File: config.mk
export PLATFORM = sky130hd
export DESIGN_NAME = cct_channel
export DESIGN_NICKNAME = d
export VERILOG_FILES = /design/src/hdl/cct_channel.v
export VERILOG_INCLUDE_DIRS = /design/src /design/src/hdl
export SDC_FILE = /design/constraint.sdc
export NUM_CORES = 1
export LEC_CHECK = 0
export ABC_AREA = 0
export BUFFER_PORTS_ARGS = -buffer_cell sky130_fd_sc_hd__buf_2
export CAP_MARGIN = 0
export CORE_MARGIN = 3
export CORE_UTILIZATION = 55
export CTS_BUF_LIST = sky130_fd_sc_hd__clkbuf_4 sky130_fd_sc_hd__clkbuf_8 sky130_fd_sc_hd__clkbuf_16
export CTS_CLUSTER_DIAMETER = 50
export DETAILED_ROUTE_END_ITERATION = 6
export GPL_ROUTABILITY_DRIVEN = 1
export GPL_TIMING_DRIVEN = 0
export PLACE_DENSITY_LB_ADDON = 0.12
export SYNTH_ARGS = -nofsm -noshare
export SYNTH_HDL_FRONTEND = slang
export SYNTH_SLANG_ARGS = --single-unit
File: constraint.sdc
create_clock -name clk -period 2.45 [get_ports clk]
set_clock_uncertainty 0.2 [all_clocks]
set_input_delay 0.245 -clock clk [delete_from_list [all_inputs] [get_ports clk]]
set_output_delay 0.245 -clock clk [all_outputs]
set_load 0.03 [all_outputs]
File: src/hdl/cct_defines.vh
// register map, field layout and timing constants of the code timing channel
`ifndef CCT_DEFINES_VH
`define CCT_DEFINES_VH
`define CCT_REG_PRELOAD 4'h0
`define CCT_REG_HC_CAPTURE 4'h1
`define CCT_REG_HC_LOAD 4'h2
`define CCT_REG_SHIFT_READ 4'h3
`define CCT_REG_SHIFT_PROG 4'h4
`define CCT_REG_FRAME_LIVE 4'h5
`define CCT_REG_FRAME_CAPTURE 4'h6
`define CCT_REG_FRAME_LOAD 4'h7
`define CCT_REG_TRACK_I 4'h8
`define CCT_REG_TRACK_Q 4'h9
`define CCT_REG_PROMPT_I 4'hA
`define CCT_REG_PROMPT_Q 4'hB
`define CCT_REG_CONTROL 4'hC
`define CCT_CTRL_MODE_BIT 12
`define CCT_CTRL_TEST_BIT 3
`define CCT_ACC_WIDTH 26
`define CCT_PRELOAD_LSB 18
`define CCT_HC_WIDTH 11
`define CCT_HC_MAX 11'h7FE
`define CCT_SHIFT_WRAP 11'h7FF
`define CCT_MS_HI_LSB 8
`define CCT_MS1_MAX 5'h13
`define CCT_MS20_MAX 6'h31
`endif

File: src/hdl/cct_channel.v
// code timing channel: preload, half-chip counter, slew, epochs, results
//
// Register access over Avalon-MM and the placing of the registers were chosen for this implementation.
`timescale 1ns/1ns
`default_nettype none
`include "cct_defines.vh"
module cct_channel #(
  parameter HC_W = 11
) (
  // clock, reset and channel enable
  input wire clk, // 10 MHz system clock
  input wire srst, // synchronous reset, active high
  input wire chan_active, // low holds the channel inactive
  // register bus
  input wire [3:0] avs_address, // word address
  input wire avs_read, // read request
  input wire avs_write, // write request
  input wire [31:0] avs_writedata, // write data
  output reg [31:0] avs_readdata, // read data
  output wire avs_waitrequest, // stall
  // code generator side
  input wire code_clk_en, // one pulse per half chip from code generator
  input wire measurement_tick, // measurement tick pulse
  input wire integration_dump, // integration dump pulse
  input wire [15:0] prompt_i_in, // prompt in-phase sum at dump
  input wire [15:0] prompt_q_in, // prompt quadrature sum at dump
  input wire [15:0] track_i_in, // tracking in-phase sum at dump
  input wire [15:0] track_q_in, // tracking quadrature sum at dump
  // channel status and accumulator control
  output reg fresh_result_flag, // set at dump, cleared on prompt q read
  output reg [25:0] code_acc_load_value, // preload for code accumulator
  output reg code_acc_load, // one-cycle accumulator load strobe
  output reg code_gen_restart, // code generator restart pulse
  output reg slew_active, // code generator halted for slew
  output reg channel_mode_bit // preload mode when high
);

  // ==========================================================
  // bus slave: one wait cycle on reads keeps readdata registered
  // writes never wait, so a write is whole within the cycle it is seen
  // host preload order: mode bit, preload, slew, epoch load last
  // the epoch load closes the sequence; earlier writes do not arm it
  reg rd_done_reg;
  wire bus_rd;
  wire bus_wr;
  assign avs_waitrequest = avs_read & ~rd_done_reg;
  assign bus_rd = avs_read & rd_done_reg;
  assign bus_wr = avs_write;

  reg [7:0] preload_reg;
  reg [HC_W-1:0] hc_count_reg;
  reg [HC_W-1:0] hc_capture_reg;
  reg [10:0] shift_pending_reg;
  reg shift_pending_valid_reg;
  reg [10:0] shift_count_reg;
  reg [4:0] ms1_reg;
  reg [5:0] ms20_reg;
  reg [4:0] ms1_cap_reg;
  reg [5:0] ms20_cap_reg;
  reg [4:0] ms1_load_reg;
  reg [5:0] ms20_load_reg;
  reg preload_armed_reg;
  reg test_mode_reg;
  reg inactive_reg;
  reg [15:0] track_i_reg;
  reg [15:0] track_q_reg;
  reg [15:0] prompt_i_reg;
  reg [15:0] prompt_q_reg;

  wire wr_sel;
  wire preload_tick;
  wire live_dump;
  wire slew_trigger;
  wire release_now;
  assign wr_sel = bus_wr & ~avs_waitrequest;
  // armed tick carries out the whole preload
  assign preload_tick = measurement_tick & channel_mode_bit &
                        preload_armed_reg;
  assign live_dump = integration_dump & ~channel_mode_bit;
  assign release_now = inactive_reg & chan_active;
  assign slew_trigger = channel_mode_bit ? preload_tick : live_dump;

  // widen a frame pair into the 16-bit read layout
  function [15:0] frame_word;
    input [5:0] hi;
    input [4:0] lo;
    begin
      frame_word = {2'h0, hi, 3'h0, lo};
    end
  endfunction

  // next 1 ms and 20 ms counts after one dump, both wrapping
  function [10:0] frame_step;
    input [5:0] hi;
    input [4:0] lo;
    begin
      if (lo >= `CCT_MS1_MAX) begin
        frame_step[4:0] = 5'h00;
        frame_step[10:5] = (hi >= `CCT_MS20_MAX) ? 6'h00 : hi + 6'h01;
      end else begin
        frame_step[4:0] = lo + 5'h01;
        frame_step[10:5] = hi;
      end
    end
  endfunction

  // ==========================================================
  // constants
  localparam [10:0] SHIFT_ONE = 11'h001;
  localparam [10:0] SHIFT_NONE = 11'h000;

  // ==========================================================
  // write decode
  // one decode serves every register so no two places disagree
  function reg_hit;
    input [3:0] addr;
    input [3:0] reg_index;
    begin
      reg_hit = (addr == reg_index);
    end
  endfunction

  wire wr_preload;
  wire wr_control;
  wire wr_hc_load;
  wire wr_shift_prog;
  wire wr_frame_load;
  wire rd_prompt_q;

  assign wr_preload = wr_sel & reg_hit(avs_address, `CCT_REG_PRELOAD);
  assign wr_control = wr_sel & reg_hit(avs_address, `CCT_REG_CONTROL);
  assign wr_hc_load = wr_sel & reg_hit(avs_address, `CCT_REG_HC_LOAD);
  assign wr_shift_prog = wr_sel & reg_hit(avs_address, `CCT_REG_SHIFT_PROG);
  assign wr_frame_load = wr_sel & reg_hit(avs_address, `CCT_REG_FRAME_LOAD);
  assign rd_prompt_q = bus_rd & reg_hit(avs_address, `CCT_REG_PROMPT_Q);

  wire slew_last;
  // last half chip of a running slew
  assign slew_last = slew_active & code_clk_en &
                     (shift_count_reg == SHIFT_ONE);

  wire [10:0] shift_start_value;
  // a slew of 2047 is the same as one half chip
  assign shift_start_value = (shift_pending_reg == `CCT_SHIFT_WRAP) ?
                             SHIFT_ONE : shift_pending_reg;

  // ==========================================================
  // read select; registered below so readdata never glitches at the master
  reg [31:0] rd_mux;
  always @* begin
    rd_mux = 32'h00000000;
    case (avs_address)
      `CCT_REG_HC_CAPTURE:
        rd_mux = {21'h000000, hc_capture_reg};
      `CCT_REG_SHIFT_READ:
        rd_mux = {21'h000000, shift_count_reg};
      `CCT_REG_FRAME_LIVE:
        rd_mux = {16'h0000, frame_word(ms20_reg, ms1_reg)};
      `CCT_REG_FRAME_CAPTURE:
        rd_mux = {16'h0000, frame_word(ms20_cap_reg, ms1_cap_reg)};
      `CCT_REG_TRACK_I: rd_mux = {16'h0000, track_i_reg};
      `CCT_REG_TRACK_Q: rd_mux = {16'h0000, track_q_reg};
      `CCT_REG_PROMPT_I: rd_mux = {16'h0000, prompt_i_reg};
      `CCT_REG_PROMPT_Q: rd_mux = {16'h0000, prompt_q_reg};
      `CCT_REG_CONTROL:
        rd_mux = {19'h00000, channel_mode_bit, 8'h00, test_mode_reg, 3'h0};
      default: rd_mux = 32'h00000000;
    endcase
  end

  // ==========================================================
  // read data register
  always @(posedge clk) begin
    if (srst) begin
      rd_done_reg <= 1'b0;
      avs_readdata <= 32'h00000000;
    end else begin
      rd_done_reg <= avs_read & ~rd_done_reg;
      if (avs_read & ~rd_done_reg)
        avs_readdata <= rd_mux;
    end
  end

  // ==========================================================
  // control, preload and epoch load
  always @(posedge clk) begin
    if (srst) begin
      preload_reg <= 8'h00;
      test_mode_reg <= 1'b0;
      channel_mode_bit <= 1'b0;
      preload_armed_reg <= 1'b0;
      ms1_load_reg <= 5'h00;
      ms20_load_reg <= 6'h00;
      code_acc_load <= 1'b0;
      code_acc_load_value <= 26'h0000000;
      inactive_reg <= 1'b1;
    end else begin
      code_acc_load <= 1'b0;
      inactive_reg <= ~chan_active;
      if (wr_preload)
        preload_reg <= avs_writedata[7:0];
      if (wr_control) begin
        test_mode_reg <= avs_writedata[`CCT_CTRL_TEST_BIT];
        channel_mode_bit <= avs_writedata[`CCT_CTRL_MODE_BIT];
      end
      if (wr_frame_load) begin
        ms1_load_reg <= avs_writedata[4:0];
        ms20_load_reg <= avs_writedata[13:8];
      end
      // load write arms the preload
      // a write is whole in one cycle, so its trailing edge is this edge
      if (wr_frame_load && channel_mode_bit)
        preload_armed_reg <= 1'b1;
      if (preload_tick) begin
        code_acc_load_value <= {preload_reg, 18'h00000};
        code_acc_load <= 1'b1;
        channel_mode_bit <= 1'b0;
        preload_armed_reg <= 1'b0;
      end
    end
  end

  // ==========================================================
  // half-chip counter and capture
  always @(posedge clk) begin
    if (srst) begin
      hc_count_reg <= {HC_W{1'b0}};
      hc_capture_reg <= {HC_W{1'b0}};
    end else begin
      if (integration_dump || code_gen_restart)
        hc_count_reg <= {HC_W{1'b0}};
      else if (wr_hc_load && test_mode_reg)
        hc_count_reg <= avs_writedata[HC_W-1:0];
      else if (code_clk_en && !slew_active)
        hc_count_reg <= hc_count_reg + 1'b1;
      if (measurement_tick)
        hc_capture_reg <= slew_active ? {HC_W{1'b0}} : hc_count_reg;
    end
  end

  // ==========================================================
  // slew: pending value, counter, restart
  always @(posedge clk) begin
    if (srst) begin
      shift_pending_reg <= 11'h000;
      shift_pending_valid_reg <= 1'b0;
      shift_count_reg <= 11'h000;
      slew_active <= 1'b0;
      code_gen_restart <= 1'b0;
    end else begin
      code_gen_restart <= 1'b0;
      // latest write wins; held during a slew
      if (wr_shift_prog) begin
        shift_pending_reg <= avs_writedata[10:0];
        shift_pending_valid_reg <= 1'b1;
      end
      if (slew_active) begin
        // a write now stays pending until the dump after the slew
        if (code_clk_en) begin
          shift_count_reg <= shift_count_reg - 1'b1;
          if (slew_last) begin
            slew_active <= 1'b0;
            code_gen_restart <= 1'b1;
          end
        end
      end else if ((slew_trigger || release_now) &&
                   shift_pending_valid_reg) begin
        // start slew; dump, tick or release restarts generator
        // a write in this very cycle is the next slew, so it stays pending
        if (!wr_shift_prog)
          shift_pending_valid_reg <= 1'b0;
        code_gen_restart <= 1'b1;
        // 2047 enters as 1; the later dump is the generator's own period
        if (shift_start_value != SHIFT_NONE) begin
          shift_count_reg <= shift_start_value;
          slew_active <= 1'b1;
        end
      end else if (preload_tick) begin
        code_gen_restart <= 1'b1;
      end
    end
  end

  // ==========================================================
  // epoch counters and capture
  always @(posedge clk) begin
    if (srst) begin
      ms1_reg <= 5'h00;
      ms20_reg <= 6'h00;
      ms1_cap_reg <= 5'h00;
      ms20_cap_reg <= 6'h00;
    end else begin
      // live mode load immediate, preload after tick
      if (wr_frame_load && !channel_mode_bit) begin
        ms1_reg <= avs_writedata[4:0];
        ms20_reg <= avs_writedata[13:8];
      end else if (preload_tick) begin
        ms1_reg <= ms1_load_reg;
        ms20_reg <= ms20_load_reg;
      end else if (integration_dump) begin
        {ms20_reg, ms1_reg} <= frame_step(ms20_reg, ms1_reg);
      end
      if (measurement_tick) begin
        ms1_cap_reg <= ms1_reg;
        ms20_cap_reg <= ms20_reg;
      end
    end
  end

  // ==========================================================
  // results; flag set wins over the clearing read
  always @(posedge clk) begin
    if (srst) begin
      track_i_reg <= 16'h0000;
      track_q_reg <= 16'h0000;
      prompt_i_reg <= 16'h0000;
      prompt_q_reg <= 16'h0000;
      fresh_result_flag <= 1'b0;
    end else begin
      if (integration_dump) begin
        track_i_reg <= track_i_in;
        track_q_reg <= track_q_in;
        prompt_i_reg <= prompt_i_in;
        prompt_q_reg <= prompt_q_in;
        fresh_result_flag <= 1'b1;
      end else if (rd_prompt_q) begin
        fresh_result_flag <= 1'b0;
      end
    end
  end

endmodule // cct_channel
`default_nettype wire

# ---- Yosys cells after proc, flatten, opt, wreduce, memory -nomap -nowiden
# Index checks and enable logic that the tools add are counted.
dict set report word_totals {
  ff_bits 199
  out_inout_bits 64
  wordCells 122
  in_bits 108
}
dict set report op_classes {
  magnitude_cmp 2
  bitwise_logic 19
  n_reduce_logical 21
  n_addsub 4
  n_mux 34
  n_eq_ne 15
}
# op n
set op_table {}
lappend op_table {{$pmux W16 S9} 1}
lappend op_table {{$mux W11} 9}
lappend op_table {{$mux W6} 4}
lappend op_table {{$eq A4 B4 Y1 const B} 5}
lappend op_table {{$mux W1} 17}
lappend op_table {{$eq A4 B3 Y1 const B} 4}
lappend op_table {{$and A1 B1 Y1} 15}
lappend op_table {{$mux W5} 3}
lappend op_table {{$add A11 B1 Y11 const B} 1}
lappend op_table {{$eq A11 B1 Y1 const B} 1}
lappend op_table {{$eq A11 B11 Y1 const B} 1}
lappend op_table {{$reduce_bool A11 Y1} 1}
lappend op_table {{$sub A11 B1 Y11 const B} 1}
lappend op_table {{$eq A4 B2 Y1 const B} 2}
lappend op_table {{$reduce_bool A2 Y1} 4}
lappend op_table {{$add A6 B1 Y6 const B} 1}
lappend op_table {{$ge A6 B6 Y1 const B} 1}
lappend op_table {{$reduce_bool A3 Y1} 2}
lappend op_table {{$add A5 B1 Y5 const B} 1}
lappend op_table {{$ge A5 B5 Y1 const B} 1}
lappend op_table {{$logic_and A1 B1 Y1} 5}
lappend op_table {{$eq A4 B1 Y1 const B} 1}
lappend op_table {{$logic_not A4 Y1} 1}
lappend op_table {{$not A1 Y1} 4}
lappend op_table {{6 further kinds} 9}

# ---- Longest topological paths before layout
dict set report depth {
  word_depth 9
  depth_mapped 8
  mapped_depth_nobuf 7
}

# ---- Least setup slack after synthesis
# No wires, ideal clock.
dict set report synth_timing {
  path_type {flip-flop to flip-flop}
  from {reg channel_mode_bit}
  to {reg shift_count_reg[0]}
  arrival_ns 1.664
  period_less_slack_ns 1.986
  required_time_ns 2.128
  path_buffers 0
  path_slack_ns 0.464
  stages_incl_launch_ff 6
  setup_time_ns 0.122
  cell_sequence {dfxtp_1 nand3_1 a31oi_1 and3_1 a21oi_1 o311a_1}
}
dict set report synth_via {
  elab_chain_cells 7
  word_cells_on_any_way 9
  classes_between {1 x mux; 4 x bitwise; 4 x reduce/logical}
}
# item line
set synth_rtl {}
lappend synth_rtl {{start: declaration} cct_channel.v:35} ;# output reg channel_mode_bit
lappend synth_rtl {{start signal: assignment} cct_channel.v:204} ;# channel_mode_bit <= avs_writedata[`CCT_CTRL_MODE_BIT];
lappend synth_rtl {{$and A1 B1 Y1 or $not A1 Y1 (tied branches)} {cct_channel.v:77, cct_channel.v:79}}
lappend synth_rtl {{$and A1 B1 Y1 (on tied branches)} {cct_channel.v:77, cct_channel.v:79}}
lappend synth_rtl {{$mux W1 *} cct_channel.v:81} ;# assign slew_trigger = channel_mode_bit ? preload_tick : live_dump;
lappend synth_rtl {{$logic_or A1 B1 Y1 *} cct_channel.v:266} ;# end else if ((slew_trigger || release_now) &&
lappend synth_rtl {{$logic_and A1 B1 Y1 *} cct_channel.v:266}
lappend synth_rtl {{$reduce_bool A2 Y1 (no line) *} n/a}
lappend synth_rtl {{$reduce_and A3 Y1 (no line) *} n/a}
lappend synth_rtl {{end signal: assignment} cct_channel.v:260} ;# shift_count_reg <= shift_count_reg - 1'b1;
lappend synth_rtl {{end signal: assignment} cct_channel.v:275} ;# shift_count_reg <= shift_start_value;
lappend synth_rtl {{end: declaration} cct_channel.v:55} ;# reg [10:0] shift_count_reg;
# Mark *: on every way between the ends. The rest lies on a longest branch, timed or not.
# A chain may end at the register's enable or synchronous reset.

# ---- Final worst setup path
dict set report layout_timing {
  from {reg channel_mode_bit}
  to {reg shift_count_reg[2]}
}
# The elaborated chain is that of the path after synthesis.

==> metrics.txt <==
I/O pin cnt 172; DP Area 9240 um^2; vias per cell 5.832; hold depth 4; Final period util ~93%; Mean Syn Cell Area 8.916 um^2; post-synthesis register bit count 183; clock slew at reported path FFs approximately 0.06 ns; Initial DRT Pass Iterations 5; post-route setup TNS 0 ns; Placer Congestion a little over 0.9; final hold violation count 0; nets@finish approximately 1,300; Post-Synth Simple-Gate Area 17.86%; Post-Route WL between 20,000 and 30,000 um; clock sinks approximately 180; share of cells above drive strength 1 17.73%; CP Class register to register; maxcap violations 0; P_leak about 4.7 nW; first-pass GRT wire length 40,570 um; RR Endpoint shift_count_reg[2]; largest cells by area after synthesis dfxtp_1 (44%), mux2i_1 (12%), nor2_1 (6.6%), a22oi_1 (5.7%), buf_4 (3.3%); Design Area, Final 10,700 um^2; VDD IR-drop max around 0.51 mV; clk root buf clkbuf_16; hold path start avs_write; die area around 17,000 um^2; met1 usage 41.60%; worst r2r src channel_mode_bit; Yosys top cell by area dfxtp_1; CTS tree done; dpl hpwl 18,100 um; r2r setup slk 0.16 ns; mux cell area share after synthesis between 10% and 20%; GRT Residual Overflow 0; GRT Total Usage between 30% and 40%; RSZ-0062 raised after global routing false; Die Y roughly 130 um; largest net degree at the start of global routing 20; cell with the most instances after synthesis dfxtp_1; Max-slew headroom 33.43%; filler cell count between 1,000 and 1,500; critical path capture point type register; crit path time final 2.285 ns; Yosys top cell area share roughly 44%; P&R area growth vs syn 28.88%; Yosys warnings 0; worst path required time 2.58 ns; number of synthesized flops with an enable pin 0; unique cell type count in the Yosys netlist between 50 and 60; combinational family with the most area after synthesis simple AND/OR/NAND/NOR gates; 1st-iter DRT viols 784; Synth Area in Compound Gates 15.54%; Synth Cell Area 8300 um^2; vias post-DR 8,019; Core Region 14,640 um^2; Post-synth top cells dfxtp_1 (183), nor2_1 (147), mux2i_1 (97); antenna-violating nets left 0; CP Max Fanout 9; IO Port Bufs 117; M2 GR Usage slightly above 50%; CP arrival 2.42 ns; worst reg-to-reg path cell count 5; die width 128.9 um; routing usage on met3 8.012%; Setup crit start kind register; Remaining DRCs 0; Synth Flop Type dfxtp_1; Slew Limit Fails 0; busiest grt layer met2; outcome complete, no violations; antenna violations before repair 1; setup violators final 0; Seq/Total Area, Yosys 44.14%; CTS max path bufs 2; row count 44; post-synthesis xor/xnor area fraction 2.321%; wire per inst 20.00 um; vias in the first global route 7,457; hold endpoint ms1_load_reg[1]; adder-cell area share of the yosys netlist under 10%; cell count after synthesis 931; Fin Hold WS 0.03176 ns; Skew-Pair Late Insertion Delay around 0.44 ns; ys async rst share 0%; Initial Util 56.68%; pwr dens about 650 nW/um^2; Worst Tran Pin Value 0.9986 ns; clock buffer count from CTS 17; Hold Crit Class input port to register; H-tree lvl count 4; fmax around 440 MHz
-- worst max-delay path, cell delays in order (launching register included) --
cell and delay, ns:
dfxtp_1 0.52, nand3_1 0.33, a31oi_2 0.32, a32o_1 0.46, o21ai_1 0.12, a31o_1 0.23
-- placed cells by master, fill, tap and decap left out, types with 4 or more instances in the layout --
| cell | n |
|---|---|
| dfxtp_1 | 183 |
| nor2_1 | 147 |
| buf_2 | 138 |
| mux2i_1 | 97 |
| dlygate4sd3_1 | 80 |
| nand2_1 | 66 |
| a22oi_1 | 63 |
| a21oi_1 | 48 |
| clkbuf_1 | 38 |
| nand3_1 | 36 |
| buf_4 | 36 |
| conb_1 | 34 |
| clkbuf_16 | 17 |
| nand2b_1 | 16 |
| inv_1 | 14 |
| a221oi_1 | 14 |
| a211oi_1 | 13 |
| xor2_1 | 12 |
| nand4_1 | 12 |
| xnor2_1 | 10 |
| o21ai_0 | 9 |
| nor3_1 | 8 |
| and3_1 | 7 |
| ha_1 | 7 |
| o32ai_1 | 6 |
| nor2b_1 | 5 |
| o211ai_1 | 5 |
| and4b_1 | 5 |
| bufinv_16 | 5 |
| buf_1 | 4 |
| nor4bb_1 | 4 |
-- stage by stage --
| stage | power (mW) | cells | worst slack (ns) | util [%] |
|---|---|---|---|---|
| 5_1_grt | 7.062 | 1375 | 0.01815 | 73.05 |
| 6_report | 6.910 | 1375 | 0.1647 | 73.05 |
| 4_1_cts | 6.873 | 1375 | 0.04451 | 73.00 |
| 3_3_place_gp | 3.786 | 1265 | -0.04321 | 63.10 |
| 2_1_floorplan | 3.564 | 964 | 0.4643 | - |
| 3_5_place_dp | 3.790 | 1265 | -0.01151 | 63.10 |
-- timing repair --
action	CTS	global route
cloned	0	0
setup buffers	0	0
pin swaps	0	0
endpoints found under the hold margin	103	0
hold buffers	80	0
gates resized for setup	0	2
setup endpoints to repair	1	11
-- report_power, final --
part / switching [mW] / internal [mW] / total [mW]
registers: 0.0575 / 3.06 / 3.11
logic: 0.426 / 0.316 / 0.742
clock network: 1.20 / 1.86 / 3.05
-- kinds of logic after synthesis --
family                   after synthesis
AND/OR/NAND/NOR                      320
AO/OA/AOI/OAI                        184
flip-flops                           183
buffers and inverters                116
multiplexers                          98
XOR/XNOR                              22
adder cells (fa/ha/maj)                7
other                                  1
-- per-layer routing --
metal  part of all wire [%]  vias up
li1                       -     3733
met1                     42     3759
met2                     46      450
met3                    9.0       77
met4                    3.0        0
met5                      0        -
-- how the worst max path moves through the flow --
stage / startpoint / end / slack, ns / cells after the start
floorplan: channel_mode_bit / shift_count_reg[0] / 0.46 / 5
global placement: avs_address[0] / avs_readdata[1] / -0.04 / 8
detailed placement: avs_address[0] / avs_readdata[1] / -0.01 / 8
CTS: avs_read / ms20_load_reg[5] / 0.04 / 9
global route: ms1_reg[1] / ms20_reg[5] / 0.02 / 6
finish: channel_mode_bit / shift_count_reg[2] / 0.16 / 5
-- area by class of cell --
| class | count | area (um^2) | share of cell area [%] |
|---|---|---|---|
| clock inverter | 12 | 200.2 | 1.871 |
| inverter | 14 | 52.55 | 0.4912 |
| sequential | 183 | 3664 | 34.25 |
| antenna | 1 | 2.502 | 0.02339 |
| multi-input combinational | 665 | 4169 | 38.97 |
| tap | 184 | 230.2 | 2.152 |
| timing repair buffer | 197 | 1386 | 12.96 |
| clock buffer | 19 | 452.9 | 4.234 |
| buffer | 100 | 540.5 | 5.053 |
(Power assumes the default switching activity.)
